===== src/hdl/shc_pkg.sv =====
/*
 package for the slot hot plug controller: register offsets, field positions,
 reset values, timing constants, states and carrier types.
 assumes a 125 MHz core clock and 32-bit AXI4-Lite register access.
*/
package shc_pkg;
   localparam logic [11:0] CAP_OFS = 12'h07c;
   localparam logic [11:0] CTL_OFS = 12'h080;
   localparam logic [11:0] CFG_OFS = 12'hf70;
   localparam int CAP_PWR = 1;
   localparam int CAP_LATCH = 2;
   localparam int CAP_IND = 4;
   localparam int CTL_FLT_EN = 1;
   localparam int CTL_LATCH_EN = 2;
   localparam int CTL_PRS_EN = 3;
   localparam int CTL_CC_EN = 4;
   localparam int CTL_HPI_EN = 5;
   localparam int CTL_IND_LO = 8;
   localparam int CTL_PCC = 10;
   localparam int ST_FLT = 17;
   localparam int ST_LATCH = 18;
   localparam int ST_PRS = 19;
   localparam int ST_CC = 20;
   localparam int CFG_DLY_LO = 3;
   localparam int CFG_PG_LOW = 6;
   localparam int CFG_INT_LO = 8;
   localparam logic [31:0] CAP_RST = 32'h00000016;
   localparam logic [31:0] CTL_RST = 32'h00000100;
   localparam logic [31:0] CFG_RST = 32'h00000000;
   localparam logic [31:0] CAP_WMASK = 32'h00000016;
   localparam logic [31:0] CTL_WMASK = 32'h0000073e;
   localparam logic [31:0] CFG_WMASK = 32'h00000358;
   localparam logic [1:0] IND_OFF = 2'h3;
   localparam logic [1:0] INT_MSI = 2'h0;
   localparam logic [1:0] INT_INTX = 2'h1;
   localparam logic [1:0] INT_PIN = 2'h2;
   localparam logic [1:0] DLY_PG = 2'h0;
   localparam logic [1:0] RESP_OKAY = 2'h0;
   localparam logic [1:0] RESP_SLVERR = 2'h2;
   localparam int CLK_MHZ = 125;
   localparam int DEBOUNCE_MS = 10;
   localparam int DELAY_UNIT_MS = 128;
   localparam int STEP_GAP_US = 1;
   localparam int DEBOUNCE_CYC = DEBOUNCE_MS * CLK_MHZ * 1000;
   localparam int DELAY_UNIT_CYC = DELAY_UNIT_MS * CLK_MHZ * 1000;
   localparam int STEP_GAP_CYC = STEP_GAP_US * CLK_MHZ;
   localparam int CNT_W = 26;
   localparam int DB_W = 21;
   typedef enum logic [2:0] {S_OFF, S_PWR_UP, S_CLK_UP, S_RUN, S_CLK_DOWN} shc_state_t;
   typedef struct packed {
      logic present;
      logic latch_open;
   } shc_sense_t;
endpackage


===== src/hdl/shc_slot_control.sv =====
/*
 parallel hot plug slot control for one downstream port, with its slot
 capability, slot control/status and user configuration words on AXI4-Lite.
 assumes slot inputs already synchronous to aclk and one AXI master.
*/
// Functional notes
// - latch input active low, gated by capability
// - closed latch: power, indicator, clock, release reset
// - debounced latch change sets changed status
// - latch interrupt needs its enable and global
// - one interrupt method per port, exclusive
// - latch opens when powered: clock off, power off
// - debounce latch and presence inputs; first latch sample after reset raw
// - power control bit drives slot reset
// - presence change latched, interrupt when enabled
// - power enable active high, needs controller present
// - power control write raises command completed
// - low fault level latched, interrupt when enabled
// - fault status set only with power controller present
// - clock enable waits for power good when delay field is zero
// - power good polarity bit inverts sense
// - nonzero delay field: fixed clock delay
// - indicator from control field, write completes command
// - latch sensor enabled by default
// - clock enable active low, follows power control
// - delay field resets to power good mode
`timescale 1ns/10ps
module shc_slot_control #(
   parameter int DEBOUNCE_CYCLES = shc_pkg::DEBOUNCE_CYC,
   parameter int DELAY_UNIT_CYCLES = shc_pkg::DELAY_UNIT_CYC
) (
   input wire logic aclk,
   input wire logic aresetn,
   input wire logic [11:0] s_axi_awaddr,
   input wire logic s_axi_awvalid,
   output logic s_axi_awready,
   input wire logic [31:0] s_axi_wdata,
   input wire logic [3:0] s_axi_wstrb,
   input wire logic s_axi_wvalid,
   output logic s_axi_wready,
   output logic [1:0] s_axi_bresp,
   output logic s_axi_bvalid,
   input wire logic s_axi_bready,
   input wire logic [11:0] s_axi_araddr,
   input wire logic s_axi_arvalid,
   output logic s_axi_arready,
   output logic [31:0] s_axi_rdata,
   output logic [1:0] s_axi_rresp,
   output logic s_axi_rvalid,
   input wire logic s_axi_rready,
   input wire logic latch_sensor_n,
   input wire logic slot_presence_n,
   input wire logic slot_power_fault_n,
   input wire logic slot_power_good,
   output logic slot_power_enable,
   output logic slot_clock_enable_n,
   output logic slot_reset_n,
   output logic power_indicator_n,
   output logic msi_request,
   output logic intx_assert,
   output logic intx_deassert,
   output logic switch_interrupt_pin_n
);
   localparam logic [shc_pkg::DB_W-1:0] DB_LAST = shc_pkg::DB_W'(DEBOUNCE_CYCLES - 1);
   localparam logic [shc_pkg::CNT_W-1:0] UNIT = shc_pkg::CNT_W'(DELAY_UNIT_CYCLES);
   localparam logic [shc_pkg::CNT_W-1:0] GAP_LAST = shc_pkg::CNT_W'(shc_pkg::STEP_GAP_CYC - 1);

   function automatic logic [1:0] reg_sel(input logic [11:0] a);
      reg_sel = 2'h0;
      if (a[11:2] == shc_pkg::CAP_OFS[11:2]) reg_sel = 2'h1;
      if (a[11:2] == shc_pkg::CTL_OFS[11:2]) reg_sel = 2'h2;
      if (a[11:2] == shc_pkg::CFG_OFS[11:2]) reg_sel = 2'h3;
   endfunction

   function automatic logic [31:0] merge(input logic [31:0] old, input logic [31:0] d,
                                         input logic [3:0] strb, input logic [31:0] wmask);
      logic [31:0] m;
      m = {{8{strb[3]}}, {8{strb[2]}}, {8{strb[1]}}, {8{strb[0]}}} & wmask;
      merge = (old & ~m) | (d & m);
   endfunction

   logic [31:0] cap;
   logic [31:0] ctl;
   logic [31:0] cfg;
   logic aw_full;
   logic w_full;
   logic [11:0] aw_addr;
   logic [31:0] w_data;
   logic [3:0] w_strb;
   logic do_write;
   logic [1:0] wsel;
   logic st_flt;
   logic st_latch;
   logic st_prs;
   logic st_cc;
   logic started;
   shc_pkg::shc_sense_t raw;
   shc_pkg::shc_sense_t stable;
   logic [1:0] db_flip;
   logic [shc_pkg::DB_W-1:0] db_cnt [2];
   shc_pkg::shc_state_t state;
   shc_pkg::shc_state_t next_state;
   logic [shc_pkg::CNT_W-1:0] cnt;
   logic [shc_pkg::CNT_W-1:0] dly_target;
   logic [1:0] dly;
   logic pwr_ok;
   logic latch_ok;
   logic want_on;
   logic pg_ok;
   logic pend;
   logic pend_q;
   logic [1:0] method;
   logic ctl_wr;
   logic [31:0] ctl_word;

   // write side: address and data taken in either order, answer after both
   assign s_axi_awready = !aw_full && !s_axi_bvalid;
   assign s_axi_wready = !w_full && !s_axi_bvalid;
   assign do_write = aw_full && w_full && !s_axi_bvalid;
   assign wsel = reg_sel(aw_addr);
   assign ctl_wr = do_write && wsel == 2'h2;

   always_ff @(posedge aclk) begin
      if (!aresetn) begin
         aw_full <= 1'b0;
         w_full <= 1'b0;
         aw_addr <= 12'h000;
         w_data <= 32'h00000000;
         w_strb <= 4'h0;
         s_axi_bvalid <= 1'b0;
         s_axi_bresp <= shc_pkg::RESP_OKAY;
      end else begin
         if (s_axi_awvalid && s_axi_awready) begin
            aw_full <= 1'b1;
            aw_addr <= s_axi_awaddr;
         end
         if (s_axi_wvalid && s_axi_wready) begin
            w_full <= 1'b1;
            w_data <= s_axi_wdata;
            w_strb <= s_axi_wstrb;
         end
         if (do_write) begin
            aw_full <= 1'b0;
            w_full <= 1'b0;
            s_axi_bvalid <= 1'b1;
            s_axi_bresp <= (wsel == 2'h0) ? shc_pkg::RESP_SLVERR : shc_pkg::RESP_OKAY;
         end else if (s_axi_bready) begin
            s_axi_bvalid <= 1'b0;
         end
      end
   end

   // configuration words; normally loaded at start-up by the nonvolatile loader
   always_ff @(posedge aclk) begin
      if (!aresetn) begin
         cap <= shc_pkg::CAP_RST;
         ctl <= shc_pkg::CTL_RST;
         cfg <= shc_pkg::CFG_RST;
      end else if (do_write) begin
         if (wsel == 2'h1) cap <= merge(cap, w_data, w_strb, shc_pkg::CAP_WMASK);
         if (wsel == 2'h2) ctl <= merge(ctl, w_data, w_strb, shc_pkg::CTL_WMASK);
         if (wsel == 2'h3) cfg <= merge(cfg, w_data, w_strb, shc_pkg::CFG_WMASK);
      end
   end

   // read side: one outstanding read, unmapped reads zero with slverr
   assign s_axi_arready = !s_axi_rvalid;
   assign ctl_word = {9'h000, stable.present, stable.latch_open, st_cc, st_prs, st_latch, st_flt,
                      1'b0, ctl[15:0]};

   always_ff @(posedge aclk) begin
      if (!aresetn) begin
         s_axi_rvalid <= 1'b0;
         s_axi_rdata <= 32'h00000000;
         s_axi_rresp <= shc_pkg::RESP_OKAY;
      end else if (s_axi_arvalid && s_axi_arready) begin
         s_axi_rvalid <= 1'b1;
         s_axi_rresp <= shc_pkg::RESP_OKAY;
         case (reg_sel(s_axi_araddr))
            2'h1: s_axi_rdata <= cap;
            2'h2: s_axi_rdata <= ctl_word;
            2'h3: s_axi_rdata <= cfg;
            default: begin
               s_axi_rdata <= 32'h00000000;
               s_axi_rresp <= shc_pkg::RESP_SLVERR;
            end
         endcase
      end else if (s_axi_rready) begin
         s_axi_rvalid <= 1'b0;
      end
   end

   // debounce of latch and presence; first sample after reset taken raw
   assign raw.latch_open = latch_sensor_n;
   assign raw.present = !slot_presence_n;

   always_ff @(posedge aclk) begin
      if (!aresetn) started <= 1'b0;
      else started <= 1'b1;
   end

   generate
      for (genvar i = 0; i < 2; i++) begin : g_db
         assign db_flip[i] = started && raw[i] != stable[i] && db_cnt[i] == DB_LAST;
         always_ff @(posedge aclk) begin
            if (!aresetn) begin
               stable[i] <= 1'b0;
               db_cnt[i] <= '0;
            end else if (!started) begin
               stable[i] <= raw[i];
               db_cnt[i] <= '0;
            end else if (raw[i] == stable[i] || db_flip[i]) begin
               stable[i] <= raw[i];
               db_cnt[i] <= '0;
            end else begin
               db_cnt[i] <= db_cnt[i] + 1'b1;
            end
         end
      end
   endgenerate

   // changed bits: hardware set wins over a write-one clear in the same cycle
   always_ff @(posedge aclk) begin
      if (!aresetn) begin
         st_flt <= 1'b0;
         st_latch <= 1'b0;
         st_prs <= 1'b0;
         st_cc <= 1'b0;
      end else begin
         st_flt <= (st_flt & ~(ctl_wr & w_strb[2] & w_data[shc_pkg::ST_FLT]))
                   | (cap[shc_pkg::CAP_PWR] & !slot_power_fault_n);
         st_latch <= (st_latch & ~(ctl_wr & w_strb[2] & w_data[shc_pkg::ST_LATCH]))
                     | (cap[shc_pkg::CAP_LATCH] & db_flip[0]);
         st_prs <= (st_prs & ~(ctl_wr & w_strb[2] & w_data[shc_pkg::ST_PRS])) | db_flip[1];
         st_cc <= (st_cc & ~(ctl_wr & w_strb[2] & w_data[shc_pkg::ST_CC]))
                  | (ctl_wr & w_strb[1]);
      end
   end

   // slot power sequencer
   assign pwr_ok = cap[shc_pkg::CAP_PWR];
   assign latch_ok = !cap[shc_pkg::CAP_LATCH] || !stable.latch_open;
   assign want_on = pwr_ok && latch_ok && !ctl[shc_pkg::CTL_PCC];
   assign pg_ok = slot_power_good ^ cfg[shc_pkg::CFG_PG_LOW];
   assign dly = cfg[shc_pkg::CFG_DLY_LO +: 2];

   always_comb begin
      case (dly)
         2'h1: dly_target = UNIT;
         2'h2: dly_target = UNIT << 1;
         default: dly_target = UNIT << 2;
      endcase
   end

   always_comb begin
      next_state = state;
      case (state)
         shc_pkg::S_OFF: if (want_on) next_state = shc_pkg::S_PWR_UP;
         shc_pkg::S_PWR_UP: begin
            if (!want_on) next_state = shc_pkg::S_OFF;
            else if (dly == shc_pkg::DLY_PG ? pg_ok : cnt == dly_target)
               next_state = shc_pkg::S_CLK_UP;
         end
         shc_pkg::S_CLK_UP: begin
            if (!want_on) next_state = shc_pkg::S_CLK_DOWN;
            else if (cnt == GAP_LAST) next_state = shc_pkg::S_RUN;
         end
         shc_pkg::S_RUN: if (!want_on) next_state = shc_pkg::S_CLK_DOWN;
         shc_pkg::S_CLK_DOWN: if (cnt == GAP_LAST) next_state = shc_pkg::S_OFF;
         default: next_state = shc_pkg::S_OFF;
      endcase
      if (!pwr_ok) next_state = shc_pkg::S_OFF;
      // stay off until the first raw latch sample replaces the reset default of stable
      if (!started) next_state = shc_pkg::S_OFF;
   end

   always_ff @(posedge aclk) begin
      if (!aresetn) begin
         state <= shc_pkg::S_OFF;
         cnt <= '0;
      end else begin
         state <= next_state;
         cnt <= (next_state != state) ? '0 : cnt + 1'b1;
      end
   end

   // registered slot outputs; power, clock and indicator off and slot reset asserted while the switch is in reset
   always_ff @(posedge aclk) begin
      if (!aresetn) begin
         slot_power_enable <= 1'b0;
         slot_clock_enable_n <= 1'b1;
         slot_reset_n <= 1'b0;
         power_indicator_n <= 1'b1;
      end else begin
         slot_power_enable <= next_state != shc_pkg::S_OFF;
         slot_clock_enable_n <= !(next_state == shc_pkg::S_CLK_UP || next_state == shc_pkg::S_RUN);
         slot_reset_n <= next_state == shc_pkg::S_RUN;
         // blink is shown steady: no blink timer is kept
         power_indicator_n <= !(cap[shc_pkg::CAP_IND] && next_state != shc_pkg::S_OFF
                                && ctl[shc_pkg::CTL_IND_LO +: 2] != shc_pkg::IND_OFF);
      end
   end

   // interrupt request, level while any enabled changed bit stays set
   assign pend = ctl[shc_pkg::CTL_HPI_EN] && ((st_flt && ctl[shc_pkg::CTL_FLT_EN])
                 || (st_latch && ctl[shc_pkg::CTL_LATCH_EN]) || (st_prs && ctl[shc_pkg::CTL_PRS_EN])
                 || (st_cc && ctl[shc_pkg::CTL_CC_EN]));
   assign method = cfg[shc_pkg::CFG_INT_LO +: 2];

   always_ff @(posedge aclk) begin
      if (!aresetn) begin
         pend_q <= 1'b0;
         msi_request <= 1'b0;
         intx_assert <= 1'b0;
         intx_deassert <= 1'b0;
         switch_interrupt_pin_n <= 1'b1;
      end else begin
         pend_q <= pend;
         msi_request <= method == shc_pkg::INT_MSI && pend && !pend_q;
         intx_assert <= method == shc_pkg::INT_INTX && pend && !pend_q;
         intx_deassert <= method == shc_pkg::INT_INTX && !pend && pend_q;
         switch_interrupt_pin_n <= !(method == shc_pkg::INT_PIN && pend);
      end
   end

   latch_gate_a: assert property (@(posedge aclk) disable iff (!aresetn)
      $rose(slot_reset_n) |-> $past(latch_ok) && $past(pwr_ok))
      else $error("slot reset released without closed latch");
   clk_after_pwr_a: assert property (@(posedge aclk) disable iff (!aresetn)
      $fell(slot_clock_enable_n) |-> slot_power_enable && $past(slot_power_enable))
      else $error("clock enabled before power");
   reset_after_clk_a: assert property (@(posedge aclk) disable iff (!aresetn)
      $rose(slot_reset_n) |-> !slot_clock_enable_n && $past(!slot_clock_enable_n, 2))
      else $error("reset released before clock settled");
   auto_down_a: assert property (@(posedge aclk) disable iff (!aresetn)
      state == shc_pkg::S_RUN && pwr_ok && cap[shc_pkg::CAP_LATCH] && stable.latch_open
      |=> slot_clock_enable_n && slot_power_enable && !slot_reset_n)
      else $error("latch open did not drop clock first");
   latch_chg_a: assert property (@(posedge aclk) disable iff (!aresetn)
      cap[shc_pkg::CAP_LATCH] && db_flip[0] |=> st_latch ##1 st_latch || $past(ctl_wr))
      else $error("latch change not latched");
   pin_irq_a: assert property (@(posedge aclk) disable iff (!aresetn)
      method == shc_pkg::INT_PIN && pend |=> !switch_interrupt_pin_n)
      else $error("interrupt pin not driven while pending");
   pwr_gate_a: assert property (@(posedge aclk) disable iff (!aresetn)
      !pwr_ok |=> !slot_power_enable && slot_clock_enable_n)
      else $error("slot powered without power controller");
   clk_delay_a: assert property (@(posedge aclk) disable iff (!aresetn)
      state == shc_pkg::S_PWR_UP && want_on && dly != shc_pkg::DLY_PG && cnt < dly_target
      |=> slot_clock_enable_n)
      else $error("clock enabled before fixed delay");
   cmd_done_a: assert property (@(posedge aclk) disable iff (!aresetn)
      ctl_wr && w_strb[1] |=> st_cc)
      else $error("command completed not set");
   reset_hold_a: assert property (@(posedge aclk)
      !aresetn |=> !slot_power_enable && slot_clock_enable_n && !slot_reset_n && power_indicator_n)
      else $error("slot outputs active in reset");
   first_sample_a: assert property (@(posedge aclk) disable iff (!aresetn)
      !started |=> stable == $past(raw) && !st_latch && !st_prs)
      else $error("first slot sample not taken raw");
   start_idle_a: assert property (@(posedge aclk) disable iff (!aresetn)
      !started |=> !slot_power_enable && !slot_reset_n)
      else $error("slot outputs moved before first sample");
   pg_wait_a: assert property (@(posedge aclk) disable iff (!aresetn)
      state == shc_pkg::S_PWR_UP && dly == shc_pkg::DLY_PG && !pg_ok |=> slot_clock_enable_n)
      else $error("clock enabled before power good");
endmodule


===== config.mk =====
export PLATFORM = sky130hd
export DESIGN_NAME = shc_slot_control
export DESIGN_NICKNAME = d
export VERILOG_FILES = /design/src/hdl/shc_pkg.sv /design/src/hdl/shc_slot_control.sv
export SDC_FILE = /design/constraint.sdc
export NUM_CORES = 1
export LEC_CHECK = 0
export ABC_CLOCK_PERIOD_IN_PS = 4500
export BUFFER_PORTS_ARGS = -buffer_cell sky130_fd_sc_hd__clkbuf_2
export CELL_PAD_IN_SITES_DETAIL_PLACEMENT = 0
export CELL_PAD_IN_SITES_GLOBAL_PLACEMENT = 2
export CORE_MARGIN = 5
export CORE_UTILIZATION = 38
export CTS_BUF_LIST = sky130_fd_sc_hd__clkbuf_2 sky130_fd_sc_hd__clkbuf_4 sky130_fd_sc_hd__clkbuf_8
export CTS_CLUSTER_DIAMETER = 40
export CTS_CLUSTER_SIZE = 25
export DETAILED_ROUTE_END_ITERATION = 12
export GPL_ROUTABILITY_DRIVEN = 0
export MAX_ROUTING_LAYER = met4
export PLACE_DENSITY_LB_ADDON = 0.1
export SLEW_MARGIN = 15
export SYNTH_ARGS = -nofsm -noshare
export SYNTH_HDL_FRONTEND = slang
export SYNTH_SLANG_ARGS = --single-unit

===== constraint.sdc =====
create_clock -name aclk -period 4.5 [get_ports aclk]
set_clock_uncertainty 0.15 [all_clocks]
set_input_delay 0.9 -clock aclk [delete_from_list [all_inputs] [get_ports aclk]]
set_output_delay 0.9 -clock aclk [all_outputs]
set_load 0.005 [all_outputs]

; Word level (Yosys, flattened, before mapping)
; Memories as Yosys holds them, arrays and structs flattened.
; Cells that the tools add are included.
[totals]
reg_bits = 228
ramBits = 42
inputBits = 71
output_inout_bits = 49
elab_cells = 229
n_memories = 1
[mem_list]
columns = name, words, word_bits, read_ports, rd_clocked_by_memory_dff, write_ports, line_no
row1 = db_cnt, 2, 21, 2, 0, 2, shc_slot_control.sv:100  ; logic [shc_pkg::DB_W-1:0] db_cnt [2];
[op_classes]
add_sub_neg = 3
n_eq_ne = 34
mux = 58
n_bitwise = 40
n_reduce_logical = 62
[ops]
columns = op, n
row1 = $mux 21, 6
row2 = $and 32x32->32, 3
row3 = $or 32x32->32, 3
row4 = $pmux 32 s3, 1
row5 = $pmux 26 s2, 1
row6 = $add 21x1->21 const B, 2
row7 = $eq 21x21->1 const B, 2
row8 = $and 32x10->32, 1
row9 = $and 32x11->32, 1
row10 = $and 32x5->32, 1
row11 = $mux 1, 32
row12 = $not 10->32, 1
row13 = $not 11->32, 1
row14 = $not 5->32, 1
row15 = $logic_and 1x1->1, 28
row16 = $mux 3, 9
row17 = $add 26x1->26 const B, 1
row18 = $eq 26x26->1, 1
row19 = $eq 26x7->1 const B, 1
row20 = $eq 10x10->1 const B, 2
row21 = $eq 10x5->1 const B, 2
row22 = $eq 10x6->1 const B, 2
row23 = $mux 2, 8
row24 = $pmux 3 s5, 1
row25 = 23 further kinds, 86

; Longest topological paths before layout
[depth]
word_depth = 13
ltp_mapped = 8
depth_no_buf = 7

; Worst setup path after synthesis
; No wires, ideal clock.
[synth_timing]
path_type = input -> register
from = input port s_axi_araddr[4]
to = register s_axi_rdata[19]
arrival_time_ns = 2.360
required_time_ns = 4.280
slack_ns = 1.919
stages = 5
path_cell_list = or4b_2 nor4_2 buf_2 nand3_1 a21oi_1
[synth_between]
elab_chain_cells = 8
elab_cells_between_ends = 12
classes_between = eq/ne: 6 / mux: 6
[synth_rtl]
columns = element, line_no
row1 = from (decl), shc_slot_control.sv:44  ; input wire logic [11:0] s_axi_araddr,
row2 = $eq 10x5->1, shc_slot_control.sv:70  ; if (a[11:2] == shc_pkg::CAP_OFS[11:2]) reg_sel = 2'h1;
row3 = $mux 1, shc_slot_control.sv:70
row4 = $mux 2, shc_slot_control.sv:71  ; if (a[11:2] == shc_pkg::CTL_OFS[11:2]) reg_sel = 2'h2;
row5 = $mux 2 (*), shc_slot_control.sv:72  ; if (a[11:2] == shc_pkg::CFG_OFS[11:2]) reg_sel = 2'h3;
row6 = $mux 2 (*), shc_slot_control.sv:176  ; end else if (s_axi_arvalid && s_axi_arready) begin
row7 = $mux 2 (*), shc_slot_control.sv:172  ; if (!aresetn) begin
row8 = $eq 2x2->1 or $eq 2x1->1 (tied branches), shc_slot_control.sv:179  ; case (reg_sel(s_axi_araddr))
row9 = $pmux 32 s3 (*), shc_slot_control.sv:179
row10 = to (signal assigned), shc_slot_control.sv:180  ; 2'h1: s_axi_rdata <= cap;
row11 = to (signal assigned), shc_slot_control.sv:181  ; 2'h2: s_axi_rdata <= ctl_word;
row12 = to (signal assigned), shc_slot_control.sv:182  ; 2'h3: s_axi_rdata <= cfg;
row13 = to (decl), shc_slot_control.sv:47  ; output logic [31:0] s_axi_rdata,
; Every way passes the cells marked *; elsewhere a longest branch is shown, timed or not. The select of a mux whose other input is x is not followed.
; A chain may end at the register's enable or synchronous reset.

; Final worst setup path
[layout_timing]
from = register cnt[13] (netlist bit)
to = register cnt[23] (netlist bit)
[layout_between]
elab_chain_cells = 9
elab_cells_between_ends = 14
classes_between = add/sub: 1 / eq/ne: 3 / mux: 9 / reduce/logical: 1
[layout_rtl]
columns = element, line_no
row1 = from (decl), shc_slot_control.sv:103  ; logic [shc_pkg::CNT_W-1:0] cnt;
row2 = from (signal assigned), shc_slot_control.sv:283  ; cnt <= (next_state != state) ? '0 : cnt + 1'b1;
row3 = $eq 26x26->1, shc_slot_control.sv:261  ; else if (dly == shc_pkg::DLY_PG ? pg_ok : cnt == dly_target)
row4 = $mux 1, shc_slot_control.sv:261
row5 = $mux 3, shc_slot_control.sv:261
row6 = $mux 3, shc_slot_control.sv:260  ; if (!want_on) next_state = shc_pkg::S_OFF;
row7 = $pmux 3 s5, shc_slot_control.sv:257  ; case (state)
row8 = $mux 3, shc_slot_control.sv:272  ; if (!pwr_ok) next_state = shc_pkg::S_OFF;
row9 = $mux 3, shc_slot_control.sv:274  ; if (!started) next_state = shc_pkg::S_OFF;
row10 = $ne 3x3->1, shc_slot_control.sv:283
row11 = $reduce_or 2->1 (no source line), --
; Several ways; a longest one is shown, not always the timed one.

==> impl_metrics.env <==
export IMPL_die_width_um=146.7
export IMPL_layout_cell_area_non_filler_sq_um=8085
export IMPL_setup_viol=0
export IMPL_cp_arrival_ns=3.02
export IMPL_cell_breakdown_of_the_critical_path="or4_4 -> nor4_4 -> a2111oi_1 -> o21ai_2 -> nor4_1"
export IMPL_finish_cell_count_without_fillers=1127
export IMPL_area_growth_syn_to_layout_pct=13.87
export IMPL_fp_dieH_um=146.7
export IMPL_ant_diodes=0
export IMPL_layout_worst_path_cycle_share=0.6427
export IMPL_cts_root_buffer="clkbuf_8"
export IMPL_capture_endpoint_of_the_worst_hold_path="power_indicator_n$_SDFF_PN1_"
export IMPL_vdd_ir_drop_worst_mv=0.1912
export IMPL_critPathRequiredTime_ns=4.62
export IMPL_unrepaired_setup_endpoints_after_global_routing="false"
export IMPL_worstPathMaxFanout=26
export IMPL_post_synth_instance_area_sq_um=7101
export IMPL_wl_um=16400
export IMPL_ys_warnings_count=0
export IMPL_cts_buffers_inserted=17
export IMPL_fin_tns_setup_ns=0
export IMPL_critPathLaunchType="flop"
export IMPL_detailedPlacementHpwl_um=12150
export IMPL_drt_drc_violations_left=0
export IMPL_leakage_nw=3.047
export IMPL_maximum_capacitance_violations=0
export IMPL_finalWorstPathRequiredPeriod_ns=2.892
export IMPL_most_common_layout_cells="nand2_1, dfxtp_1, nor2_1, clkbuf_2, conb_1"
export IMPL_synth_flop_cell="dfxtp_1"
export IMPL_ctsHoldBuffers=0
export IMPL_ff2ff_path_depth=5
export IMPL_worst_path_buf_inv=0
export IMPL_numPlacedInstances=1095
export IMPL_post_drt_wl_per_cell_um=14.55
export IMPL_port_buffers=76
export IMPL_pin_count=120
export IMPL_drive_gt1_frac=0.1433
export IMPL_vias=5584
export IMPL_cts_clk_slew_worst_paths_ns=0.09
export IMPL_crit_path_kind="flop to flop"
export IMPL_detailedRoute_firstIterationViolations=280
export IMPL_asyncSetResetFlopFracSynth=0
export IMPL_site_row_count=50
export IMPL_gr_usage_all_layers=0.1577
export IMPL_grt_remaining_overflow=0
export IMPL_rrSetupSlack_ns=1.61
export IMPL_crit_path_top_delay_cell="o21ai_2"
export IMPL_start_util=0.3822
export IMPL_relSlewSlack=0.2337
export IMPL_slew_viol_final=0
export IMPL_ctsResizeCount=0
export IMPL_worstReg2RegStart="cnt[13]$_SDFF_PP0_"
export IMPL_antenna_violating_nets_remaining=0
export IMPL_floorplan_die_area_sq_um=21520
export IMPL_worst_path_dominant_cell_family="simple AND/OR/NAND/NOR gates"
export IMPL_first_global_vias=5348
export IMPL_dpl_instance_area_sq_um=7712
export IMPL_synth_seq_area_share=0.4821
export IMPL_synth_cells=773
export IMPL_mean_instance_size_in_the_synthesized_netlist_sq_um=9.186
export IMPL_worstSkewPairLatency_ns=0.45
export IMPL_ff_latch_count_synth=150
export IMPL_worst_r2r_endpoint="cnt[23]$_SDFF_PP0_"
export IMPL_number_of_stages_on_the_worst_hold_path=1
export IMPL_fmax_mhz=345.8
export IMPL_clock_sink_count=150
export IMPL_post_cts_setup_buffers=0
export IMPL_grt_max_degree=60
export IMPL_timing_hold_violations_final=0
export IMPL_worst_pin_slew_ns=1.149
export IMPL_cts_htree_levels=4
export IMPL_core_sq_um=18580
export IMPL_worstSetupEndpointType="flop"
export IMPL_wire_length_of_the_first_global_routing_pass_um=26730
export IMPL_vias_per_cell=4.955
export IMPL_number_of_nets_at_the_end_of_the_flow=960
export IMPL_cts_tree="yes"
export IMPL_cts_root_to_sink_buffers=2
export IMPL_synth_edff_count=42
export IMPL_drtPass1Iterations=4
export IMPL_path_class_of_the_lowest_slack_min_delay_path="flop to flop"
export IMPL_antenna_found_initial=0
export IMPL_run_status="completed"
export IMPL_crit_path_max_incr_delay_ns=0.91
export IMPL_netlist_cell_type_count=63
export IMPL_power_density_nw_per_um2=330.4
-- synthesized netlist by cell type (4+ instances only) --
| cell type | number | share of area |
|---|---|---|
| xor2_1 | 34 | 0.042 |
| nor4b_1 | 5 | 0.0062 |
| mux2i_1 | 16 | 0.023 |
| xnor2_1 | 33 | 0.041 |
| o21ai_0 | 4 | 0.0028 |
| buf_4 | 20 | 0.021 |
| a221oi_1 | 5 | 0.0062 |
| dfxtp_1 | 108 | 0.30 |
| nor4_1 | 39 | 0.034 |
| o21a_1 | 4 | 0.0042 |
| nand4_1 | 18 | 0.016 |
| nand3_1 | 41 | 0.029 |
| a21oi_1 | 47 | 0.033 |
| and4_1 | 4 | 0.0049 |
| and2_1 | 7 | 0.0062 |
| nor3_1 | 23 | 0.016 |
| ha_1 | 9 | 0.016 |
| a21boi_0 | 5 | 0.0053 |
| nor2_1 | 88 | 0.047 |
| nand2_1 | 108 | 0.057 |
| buf_2 | 5 | 0.0035 |
| inv_1 | 18 | 0.0095 |
| nand4b_1 | 5 | 0.0062 |
| or3_1 | 4 | 0.0035 |
| and3_1 | 6 | 0.0053 |
| clkbuf_1 | 20 | 0.011 |
| edfxtp_1 | 42 | 0.18 |
-- layout make-up --
cell class,instances,area (sq um)
Fill cell,1876,10500
Tap cell,234,292.8
Clock inverter,11,100.1
Inverter,19,71.32
Clock buffer,21,270.3
Timing Repair Buffer,78,395.4
Multi-Input combinational cell,614,3532
Sequential cell,150,3423
-- logic make-up after synthesis --
group                    synth area share
AO/OA/AOI/OAI                     0.07683
other                            0.001058
AND/OR/NAND/NOR                    0.2670
multiplexers                      0.02255
XOR/XNOR                          0.08264
buffers and inverters             0.05198
adder cells (fa/ha/maj)           0.01586
flip-flops                         0.4821
-- how the worst max path moves through the flow --
stage | start | end | slack (ns) | cells past startpoint
after floorplan | s_axi_araddr[4] | s_axi_rdata[19]$_SDFFE_PN0P_ | 1.92 | 5
after global placement | latch_sensor_n | db_cnt[0][4]$_SDFFCE_PN0P_ | 1.58 | 6
after detailed placement | latch_sensor_n | db_cnt[0][9]$_SDFFCE_PN0P_ | 1.57 | 6
after CTS | cnt[13]$_SDFF_PP0_ | cnt[23]$_SDFF_PP0_ | 1.56 | 5
after global routing | cnt[13]$_SDFF_PP0_ | cnt[23]$_SDFF_PP0_ | 1.45 | 5
final | cnt[13]$_SDFF_PP0_ | cnt[23]$_SDFF_PP0_ | 1.61 | 5
-- through the flow --
step	worst slack, ns	utilization	total power, W	hold WS [ns]
floorplan	1.919	-	0.001658	0.2304
global placement	1.578	0.4151	0.001713	0.2711
detailed placement	1.571	0.4151	0.001719	0.2603
CTS	1.565	0.4350	0.002718	0.2840
global route	1.446	0.4352	0.002801	0.3151
finish	1.608	0.4352	0.002671	0.2846
-- per-layer routing --
layer  GRT usage  wire length, um
met1      0.2010             7923
met2      0.2526             7867
met3     0.03486              411
met4     0.04657              193
met5           -                0
-- report_power, final --
part           switching, W  internal [W]  leakage (nW)
clock              0.000515      0.000469         0.179
combinational      0.000130     0.0000743          1.56
sequential        0.0000464       0.00144          1.31
total              0.000691       0.00198          3.05
(Power assumes the default switching activity.)
